`src/scs_pkg.sv`:
```
/*
 * Constants and types shared by the serial control slave.
 * Assumes a single 100 MHz crystal-derived clock for the whole slave.
 */
`default_nettype none

package scs_pkg;

    ////////////////////////////////////////////////////////////////////////
    // bus addressing
    localparam logic [6:0] DEV_ADDR   = 7'h36;
    localparam logic [7:0] APPEND_SUB = 8'hfe;
    // subaddresses at or above this base belong to the processing core
    localparam logic [7:0] SPC_BASE   = 8'h20;
    localparam int         SPC_BYTES  = 4;

    ////////////////////////////////////////////////////////////////////////
    // timing: the fast bus period must span several system clocks
    localparam int CLOCK_MHZ      = 100;
    localparam int STD_RATE_KHZ   = 100;
    localparam int FAST_RATE_KHZ  = 400;
    localparam int FAST_PERIOD_CYC = (CLOCK_MHZ * 1000) / FAST_RATE_KHZ;

    ////////////////////////////////////////////////////////////////////////
    // reset values
    localparam logic [7:0]  SUB_RESET  = 8'h00;
    localparam logic [31:0] WORD_RESET = 32'h0000_0000;

    ////////////////////////////////////////////////////////////////////////
    // protocol engine states
    typedef enum logic [3:0] {
        ST_IDLE  = 4'h0,
        ST_ADDR  = 4'h1,
        ST_ACK   = 4'h2,
        ST_SUB   = 4'h3,
        ST_WDATA = 4'h4,
        ST_RLOAD = 4'h5,
        ST_RDATA = 4'h6,
        ST_RACK  = 4'h7
    } scs_state_e;

    // subaddress decode used by the sub path; the write path uses spc_mode_reg
    function automatic logic scs_is_spc(input logic [7:0] sub);
        scs_is_spc = (sub >= SPC_BASE) && (sub != APPEND_SUB);
    endfunction

endpackage

`default_nettype wire

```
`src/scs_line_if.sv`:
```
/*
 * Line events passed from the pin front end to the protocol engine.
 * Assumes both ends run on the same system clock.
 */
`default_nettype none

interface scs_line_if;
    logic scl_rise;
    logic scl_fall;
    logic sda;
    logic start;
    logic stop;

    modport frontend (
        output scl_rise,
        output scl_fall,
        output sda,
        output start,
        output stop
    );

    modport engine (
        input scl_rise,
        input scl_fall,
        input sda,
        input start,
        input stop
    );
endinterface

`default_nettype wire

```
`src/scs_line_sync.sv`:
```
/*
 * Pin front end: synchronises the bus clock and data pins and finds
 * clock edges, start and stop conditions.
 * Assumes pins are asynchronous to i_clock and idle high.
 */
`default_nettype none

module scs_line_sync (
    // clock and reset
    input  wire logic     i_clock,
    input  wire logic     i_rstn,
    // bus pins
    input  wire logic     i_scl,
    input  wire logic     i_sda,
    // events
    scs_line_if.frontend  ln
);

    logic scl_s1_reg;
    logic scl_s2_reg;
    logic scl_d_reg;
    logic sda_s1_reg;
    logic sda_s2_reg;
    logic sda_d_reg;

    ////////////////////////////////////////////////////////////////////////
    // two flops before use; the third only delays for edge finding
    always_ff @(posedge i_clock or negedge i_rstn) begin
        if (!i_rstn) begin
            scl_s1_reg <= 1'b1;
            scl_s2_reg <= 1'b1;
            scl_d_reg  <= 1'b1;
            sda_s1_reg <= 1'b1;
            sda_s2_reg <= 1'b1;
            sda_d_reg  <= 1'b1;
        end else begin
            scl_s1_reg <= i_scl;
            scl_s2_reg <= scl_s1_reg;
            scl_d_reg  <= scl_s2_reg;
            sda_s1_reg <= i_sda;
            sda_s2_reg <= sda_s1_reg;
            sda_d_reg  <= sda_s2_reg;
        end
    end

    ////////////////////////////////////////////////////////////////////////
    assign ln.scl_rise = scl_s2_reg & ~scl_d_reg;
    assign ln.scl_fall = ~scl_s2_reg & scl_d_reg;
    assign ln.sda      = sda_s2_reg;
    assign ln.start    = scl_s2_reg & scl_d_reg & sda_d_reg & ~sda_s2_reg;
    assign ln.stop     = scl_s2_reg & scl_d_reg & ~sda_d_reg & sda_s2_reg;

endmodule

`default_nettype wire

```
`src/scs_slave.sv`:
```
/*
 * Serial control slave: two-wire bus slave that reaches general byte
 * registers and the processing core's coefficient registers.
 * Assumes a crystal-derived i_clock and a byte register file that
 * answers i_reg_rdata combinationally from o_reg_addr.
 */
// Functional notes
// - The slave answers only device address 0x36 and ignores all others.
// - It runs at 100 kHz and 400 kHz and never stretches the bus clock.
// - It runs from the crystal clock alone, without the audio master clock.
// - General and status registers accept single and multi-byte reads and writes.
// - Processing core registers take multi-byte writes in four-byte units.
// - An incremental write is address, direction, subaddress and 4n data bytes.
// - A large write resumes across blocks unless a core subaddress is written in between.
// - There is no split read; a register is read within one transaction.
`default_nettype none

module scs_slave
    import scs_pkg::*;
(
    // clock and reset
    input  wire logic        i_clock,
    input  wire logic        i_rstn,
    // bus pins; data is open drain
    input  wire logic        i_scl,
    input  wire logic        i_sda,
    output logic             o_sda,
    output logic             o_sda_oe_n,
    // general register port
    output logic [7:0]       o_reg_addr,
    input  wire logic [7:0]  i_reg_rdata,
    output logic             o_reg_rd,
    output logic             o_reg_wr,
    output logic [7:0]       o_reg_waddr,
    output logic [7:0]       o_reg_wdata,
    // processing core word port
    output logic             o_spc_wr,
    output logic [7:0]       o_spc_addr,
    output logic [7:0]       o_spc_word,
    output logic [31:0]      o_spc_data,
    // status
    output logic             o_busy
);
    import scs_pkg::*;
    scs_line_if ln ();
    // sole clock is the crystal one, so no master clock is needed
    scs_line_sync u_sync (
        .i_clock (i_clock),
        .i_rstn  (i_rstn),
        .i_scl   (i_scl),
        .i_sda   (i_sda),
        .ln      (ln)
    );
    ////////////////////////////////////////////////////////////////////////
    scs_state_e  state_reg,    state_next;
    scs_state_e  after_reg,    after_next;
    logic        ack_on_reg,   ack_on_next;
    logic [2:0]  bit_cnt_reg,  bit_cnt_next;
    logic [7:0]  shift_reg,    shift_next;
    logic [7:0]  sub_reg,      sub_next;
    logic        oe_n_reg,     oe_n_next;
    logic        spc_mode_reg, spc_mode_next;
    logic [1:0]  bidx_reg,     bidx_next;
    logic [31:0] word_reg,     word_next;
    logic [7:0]  spc_sub_reg,  spc_sub_next;
    logic [7:0]  spc_idx_reg,  spc_idx_next;
    logic [7:0]  spc_wout_reg, spc_wout_next;
    logic [31:0] spc_data_reg, spc_data_next;
    logic        spc_wr_reg,   spc_wr_next;
    logic        rd_reg,       rd_next;
    logic        wr_reg,       wr_next;
    logic [7:0]  waddr_reg,    waddr_next;
    logic [7:0]  wdata_reg,    wdata_next;
    wire  [7:0]  byte_in   = {shift_reg[6:0], ln.sda};
    wire         last_bit  = (bit_cnt_reg == 3'd7);
    wire         addr_hit  = (byte_in[7:1] == DEV_ADDR);
    wire         sub_app   = (byte_in == APPEND_SUB);
    wire         sub_spc   = scs_is_spc(byte_in);
    wire         word_done = (bidx_reg == 2'(SPC_BYTES - 1));
    ////////////////////////////////////////////////////////////////////////
    // edges come from 100 MHz sampling, so a 400 kHz bus needs no stretch
    always_comb begin
        state_next    = state_reg;
        after_next    = after_reg;
        ack_on_next   = ack_on_reg;
        bit_cnt_next  = bit_cnt_reg;
        shift_next    = shift_reg;
        sub_next      = sub_reg;
        oe_n_next     = oe_n_reg;
        spc_mode_next = spc_mode_reg;
        bidx_next     = bidx_reg;
        word_next     = word_reg;
        spc_sub_next  = spc_sub_reg;
        spc_idx_next  = spc_idx_reg;
        spc_wout_next = spc_wout_reg;
        spc_data_next = spc_data_reg;
        spc_wr_next   = 1'b0;
        rd_next       = 1'b0;
        wr_next       = 1'b0;
        waddr_next    = waddr_reg;
        wdata_next    = wdata_reg;
        if (ln.start) begin
            state_next   = ST_ADDR;
            bit_cnt_next = 3'd0;
            oe_n_next    = 1'b1;
            // a partial word is dropped; blocks are whole words
            bidx_next    = 2'd0;
        end else if (ln.stop) begin
            state_next = ST_IDLE;
            oe_n_next  = 1'b1;
        end else begin
            unique case (state_reg)
                ST_IDLE: ;
                ST_ADDR: begin
                    if (ln.scl_rise) begin
                        shift_next   = byte_in;
                        bit_cnt_next = bit_cnt_reg + 3'd1;
                        if (last_bit) begin
                            if (addr_hit) begin
                                state_next  = ST_ACK;
                                ack_on_next = 1'b0;
                                after_next  = byte_in[0] ? ST_RLOAD : ST_SUB;
                            end else begin
                                state_next = ST_IDLE;
                            end
                        end
                    end
                end
                ST_ACK: begin
                    if (ln.scl_fall) begin
                        if (!ack_on_reg) begin
                            ack_on_next = 1'b1;
                            oe_n_next   = 1'b0;
                        end else begin
                            ack_on_next  = 1'b0;
                            bit_cnt_next = 3'd0;
                            if (after_reg == ST_RLOAD) begin
                                shift_next = i_reg_rdata;
                                oe_n_next  = i_reg_rdata[7];
                                rd_next    = 1'b1;
                                state_next = ST_RDATA;
                            end else begin
                                oe_n_next  = 1'b1;
                                state_next = after_reg;
                            end
                        end
                    end
                end
                ST_SUB: begin
                    if (ln.scl_rise) begin
                        shift_next   = byte_in;
                        bit_cnt_next = bit_cnt_reg + 3'd1;
                        if (last_bit) begin
                            sub_next      = byte_in;
                            spc_mode_next = sub_app | sub_spc;
                            // new target restarts the count; append goes on
                            if (sub_spc) begin
                                spc_sub_next = byte_in;
                                spc_idx_next = 8'h00;
                            end
                            after_next  = ST_WDATA;
                            ack_on_next = 1'b0;
                            state_next  = ST_ACK;
                        end
                    end
                end
                ST_WDATA: begin
                    if (ln.scl_rise) begin
                        shift_next   = byte_in;
                        bit_cnt_next = bit_cnt_reg + 3'd1;
                        if (last_bit) begin
                            if (spc_mode_reg) begin
                                word_next = {word_reg[23:0], byte_in};
                                bidx_next = bidx_reg + 2'd1;
                                if (word_done) begin
                                    spc_wr_next   = 1'b1;
                                    spc_data_next = {word_reg[23:0], byte_in};
                                    spc_wout_next = spc_idx_reg;
                                    spc_idx_next  = spc_idx_reg + 8'd1;
                                end
                            end else begin
                                wr_next    = 1'b1;
                                waddr_next = sub_reg;
                                wdata_next = byte_in;
                                sub_next   = sub_reg + 8'd1;
                            end
                            after_next  = ST_WDATA;
                            ack_on_next = 1'b0;
                            state_next  = ST_ACK;
                        end
                    end
                end
                ST_RDATA: begin
                    if (ln.scl_fall) begin
                        shift_next = {shift_reg[6:0], 1'b0};
                        oe_n_next  = shift_reg[6];
                    end
                    if (ln.scl_rise) begin
                        bit_cnt_next = bit_cnt_reg + 3'd1;
                        if (last_bit) begin
                            state_next = ST_RACK;
                        end
                    end
                end
                ST_RACK: begin
                    if (ln.scl_fall) begin
                        oe_n_next = 1'b1;
                    end
                    if (ln.scl_rise) begin
                        // master nack ends the read; no resume later
                        if (!ln.sda) begin
                            sub_next   = sub_reg + 8'd1;
                            state_next = ST_RLOAD;
                        end else begin
                            state_next = ST_IDLE;
                        end
                    end
                end
                ST_RLOAD: begin
                    if (ln.scl_fall) begin
                        shift_next   = i_reg_rdata;
                        oe_n_next    = i_reg_rdata[7];
                        rd_next      = 1'b1;
                        bit_cnt_next = 3'd0;
                        state_next   = ST_RDATA;
                    end
                end
                default: begin
                    state_next = ST_IDLE;
                    oe_n_next  = 1'b1;
                end
            endcase
        end
    end
    ////////////////////////////////////////////////////////////////////////
    always_ff @(posedge i_clock or negedge i_rstn) begin
        if (!i_rstn) begin
            state_reg    <= ST_IDLE;
            after_reg    <= ST_IDLE;
            ack_on_reg   <= 1'b0;
            bit_cnt_reg  <= 3'd0;
            shift_reg    <= SUB_RESET;
            sub_reg      <= SUB_RESET;
            oe_n_reg     <= 1'b1;
            spc_mode_reg <= 1'b0;
            bidx_reg     <= 2'd0;
            word_reg     <= WORD_RESET;
            spc_sub_reg  <= SUB_RESET;
            spc_idx_reg  <= SUB_RESET;
            spc_wout_reg <= SUB_RESET;
            spc_data_reg <= WORD_RESET;
            spc_wr_reg   <= 1'b0;
            rd_reg       <= 1'b0;
            wr_reg       <= 1'b0;
            waddr_reg    <= SUB_RESET;
            wdata_reg    <= SUB_RESET;
        end else begin
            state_reg    <= state_next;
            after_reg    <= after_next;
            ack_on_reg   <= ack_on_next;
            bit_cnt_reg  <= bit_cnt_next;
            shift_reg    <= shift_next;
            sub_reg      <= sub_next;
            oe_n_reg     <= oe_n_next;
            spc_mode_reg <= spc_mode_next;
            bidx_reg     <= bidx_next;
            word_reg     <= word_next;
            spc_sub_reg  <= spc_sub_next;
            spc_idx_reg  <= spc_idx_next;
            spc_wout_reg <= spc_wout_next;
            spc_data_reg <= spc_data_next;
            spc_wr_reg   <= spc_wr_next;
            rd_reg       <= rd_next;
            wr_reg       <= wr_next;
            waddr_reg    <= waddr_next;
            wdata_reg    <= wdata_next;
        end
    end
    ////////////////////////////////////////////////////////////////////////
    // open drain: only ever pulls low
    assign o_sda       = 1'b0;
    assign o_sda_oe_n  = oe_n_reg;
    assign o_reg_addr  = sub_reg;
    assign o_reg_rd    = rd_reg;
    assign o_reg_wr    = wr_reg;
    assign o_reg_waddr = waddr_reg;
    assign o_reg_wdata = wdata_reg;
    assign o_spc_wr    = spc_wr_reg;
    assign o_spc_addr  = spc_sub_reg;
    assign o_spc_word  = spc_wout_reg;
    assign o_spc_data  = spc_data_reg;
    assign o_busy      = (state_reg != ST_IDLE);
endmodule

`default_nettype wire

```
`config.mk`:
```
export PLATFORM = sky130hd
export DESIGN_NAME = scs_slave
export DESIGN_NICKNAME = d
export VERILOG_FILES = /design/src/scs_pkg.sv /design/src/scs_line_if.sv /design/src/scs_line_sync.sv /design/src/scs_slave.sv
export SDC_FILE = /design/constraint.sdc
export NUM_CORES = 1
export LEC_CHECK = 0
export ABC_AREA = 1
export BUFFER_PORTS_ARGS = -buffer_cell sky130_fd_sc_hd__buf_2
export CAP_MARGIN = 10
export CORE_ASPECT_RATIO = 0.9
export CORE_MARGIN = 2
export CORE_UTILIZATION = 35
export DETAILED_ROUTE_END_ITERATION = 8
export GPL_ROUTABILITY_DRIVEN = 1
export GPL_TIMING_DRIVEN = 0
export PLACE_DENSITY = 0.55
export SYNTH_ARGS = -nofsm -noshare
export SYNTH_HDL_FRONTEND = slang
export SYNTH_SLANG_ARGS = --single-unit
```
`constraint.sdc`:
```
create_clock -name i_clock -period 1.7 [get_ports i_clock]
set_input_delay 0.255 -clock i_clock [delete_from_list [all_inputs] [get_ports i_clock]]
set_output_delay 0.255 -clock i_clock [all_outputs]
set_load 0.01 [all_outputs]
```
==> results.toml <==
[global_routing]
track_usage_pct = 18.10
antenna_found_initial = 0
grt-ovfl-total = 0
grt_use_met1_pct = 25.97
busiest_layer = "met2"
grt_use_met3_pct = 3.437
grt_max_degree = 83
grt_pass1_vias = 4771
met2_usage_pct = 27.72
grt_pass1_wl_um = 25690

[logic_synthesis]
synth_warnings = 0
synth_edf_count = 0
synth_cells = 719
async_flop_share_pct = 100.0
synthesis.area_um2 = 6096
yosysUniqueCellTypes = 39
synth_seq_area_share_pct = 55.15
synth_nets = 736
ys_ff_latch = 134
synth_ff_type = "dfrtp_1"
syn_avg_cell_area_um2 = 8.478

[setup_path]
cp-start-kind = "flip-flop"
crit_type = "reg -> reg"
crit_path_max_fanout = 10
r2r_slack_ns = 0.02
reg2reg_depth = 11
endpoint_kind = "flip-flop"
r2r-start = "state_reg[1]"
worstPathArrival_ns = 1.98
critical_path_required_ns = 2.00
r2r_end = "o_spc_word[7]"

[placement]
gp_congestion = 0.8901
pre_cts_slack_ns = -0.1389
dp_hpwl_um = 11140
io_buffers = 88
place_area_um2 = 6864

[clocking]
htreeDepth = 4
clkSlewWorstSetupHoldPaths_ns = 0.06
worstSkewPairLatency_ns = 0.42
cts_tree = "yes"
cts_sinks = 134
cts-root-buf = "clkbuf_16"
cts_buffer_depth = 2
numCtsBuffers = 17

[hold_path]
whs_path_depth = 5
min_from = "i_reg_rdata[6]"
hold_path.class = "in -> reg"
hold_end = "shift_reg[6]"

[detailed_routing]
dr_total_vias = 5191
wirelength_um = 16130
drtIter0Drc = 290
wl_per_cell_um = 14.63
via_per_inst = 4.711
ant_nets = 0
drc = 0
drt_first_pass_iters = 5

[timing]
setup_viol = 0
holdWs_ns = 0.1975
fin_crit_ns = 1.678
finalHoldViolCount = 0
worst_slack_ns = 0.02174
max_freq_mhz = 595.9
maxSlewHeadroom_pct = 66.40
clock_skew_ns = 0.009497
slew_violations = 0
rsz0062_at_grt = "yes"
tns_ns = 0
finalCritPeriodShare_pct = 98.72
tightest_slew_ns = 0.5040

[outcome]
status = "complete, no violations"

[cells_and_area]
fin_nets = 871
largest_reg_flops = 32
mostFrequentLayoutCells = "nand2_1 (247), dfrtp_1 (123), buf_2 (92)"
drive_above_1_share_pct = 27.91
fin_area_um2 = 7955
nFillCells = 1686
area_growth_syn_to_layout_pct = 30.50
antenna_cells = 0
layout_commonest_cell = "nand2_1"

[power]
p_per_area_nw_per_um2 = 1020
peakVddDrop_mv = 0.7109
p_leak_uw = 0.004113

[die]
fp-row-count = 45
die_area_um2 = 18490
ios = 90
core_um2 = 16950
start_util_pct = 35.97
die_y_um = 129.2
fp.dieW_um = 143.1

[flow_run]
maxCapViolCount = 0
==> layout make-up <==
type	count	area [um^2]	area share, %
multi-input cells	497	2531	31.82
clock inverters	13	140.1	1.762
inverters	64	249.0	3.130
plain buffers	23	203.9	2.564
well taps	235	294.0	3.696
clock buffers	19	442.9	5.568
repair buffers	117	726.9	9.138
flip-flops and latches	134	3367	42.32
==> synth_stat cells (2+ instances only) <==
master / count / area share (%)
nand2_4: 3 / 0.55
nor2_4: 3 / 0.55
dfstp_2: 7 / 3.0
clkbuf_2: 2 / 0.16
a21oi_1: 5 / 0.41
clkbuf_1: 4 / 0.25
o22ai_1: 2 / 0.21
nand2_2: 5 / 0.51
nor2_2: 2 / 0.21
ha_1: 5 / 1.0
nand2_1: 257 / 16
nor3_1: 7 / 0.57
nand4_1: 3 / 0.31
dfrtp_1: 127 / 52
inv_1: 59 / 3.6
nor2_1: 32 / 2.0
nand3_2: 2 / 0.33
xor2_1: 7 / 1.0
buf_4: 6 / 0.74
inv_2: 4 / 0.25
o21ai_1: 21 / 1.7
nor3b_1: 2 / 0.25
nand3b_1: 2 / 0.25
nand3_1: 45 / 3.7
buf_6: 6 / 1.1
o21ai_0: 81 / 6.7
buf_2: 6 / 0.49
o211ai_1: 2 / 0.25
nor3_2: 2 / 0.33
==> per-layer routing <==
metal	vias to the layer above	share of wire (%)
met2	106	46
met3	15	3.9
met5	-	0
met1	2498	49
met4	0	1.1
li1	2572	-
==> through the flow <==
step,instances,total power (uW),utilization [%]
after floorplan,719,3987,-
after global placement,1042,4368,40.30
after detailed placement,1043,4385,40.50
after CTS,1087,8104,45.14
after global routing,1102,8442,46.94
final,1102,8113,46.94
==> repair_timing <==
| action | in CTS | in global routing |
|---|---|---|
| hold buffers | 3 | 0 |
| endpoints found under the hold margin | 48 | 0 |
| gates cloned | 0 | 2 |
| pin swaps | 7 | 21 |
| setup endpoints to repair | 94 | 121 |
| gates resized for setup | 24 | 71 |
| setup buffers | 9 | 14 |
==> cells by family (layout without fill, tap and decap cells) <==
| group | count (synthesis) | in the layout | share of synthesized area (%) |
|---|---|---|---|
| AO/OA/AOI/OAI | 115 | 115 | 9.873 |
| other | 1 | 1 | 0.06152 |
| XOR/XNOR | 7 | 7 | 1.006 |
| flip-flops | 134 | 134 | 55.15 |
| buffers and inverters | 88 | 236 | 6.732 |
| AND/OR/NAND/NOR | 369 | 369 | 26.15 |
| adder cells (fa/ha/maj) | 5 | 5 | 1.026 |
==> worst max path at each step <==
stage                                 start             end  slack, ns  cells after the start
after floorplan           u_sync.scl_s2_reg   o_spc_word[6]       0.13                      9
after global placement               i_rstn  o_reg_waddr[5]      -1.56                      1
after detailed placement  u_sync.scl_s2_reg  bit_cnt_reg[0]      -0.14                      9
after CTS                     u_sync.ln.sda    state_reg[1]      -0.02                      9
after global routing           state_reg[2]  bit_cnt_reg[1]      -0.09                     10
final                          state_reg[1]   o_spc_word[7]       0.02                     11
==> report_power, final <==
group / switching, uW / internal [uW]
clock network: 1540 / 2090
logic: 558 / 296
registers: 278 / 3350
total: 2380 / 5740
==> critical path, stage by stage, from the launching register on <==
cell	delay, ns
dfrtp_1	0.37
buf_6	0.14
nor2_4	0.13
nand2_4	0.08
inv_2	0.07
nand2_2	0.09
nor2_8	0.16
nand2_8	0.10
buf_8	0.15
buf_8	0.14
nand2_1	0.05
o21ai_1	0.06
Power figures use the tool's default switching activity.
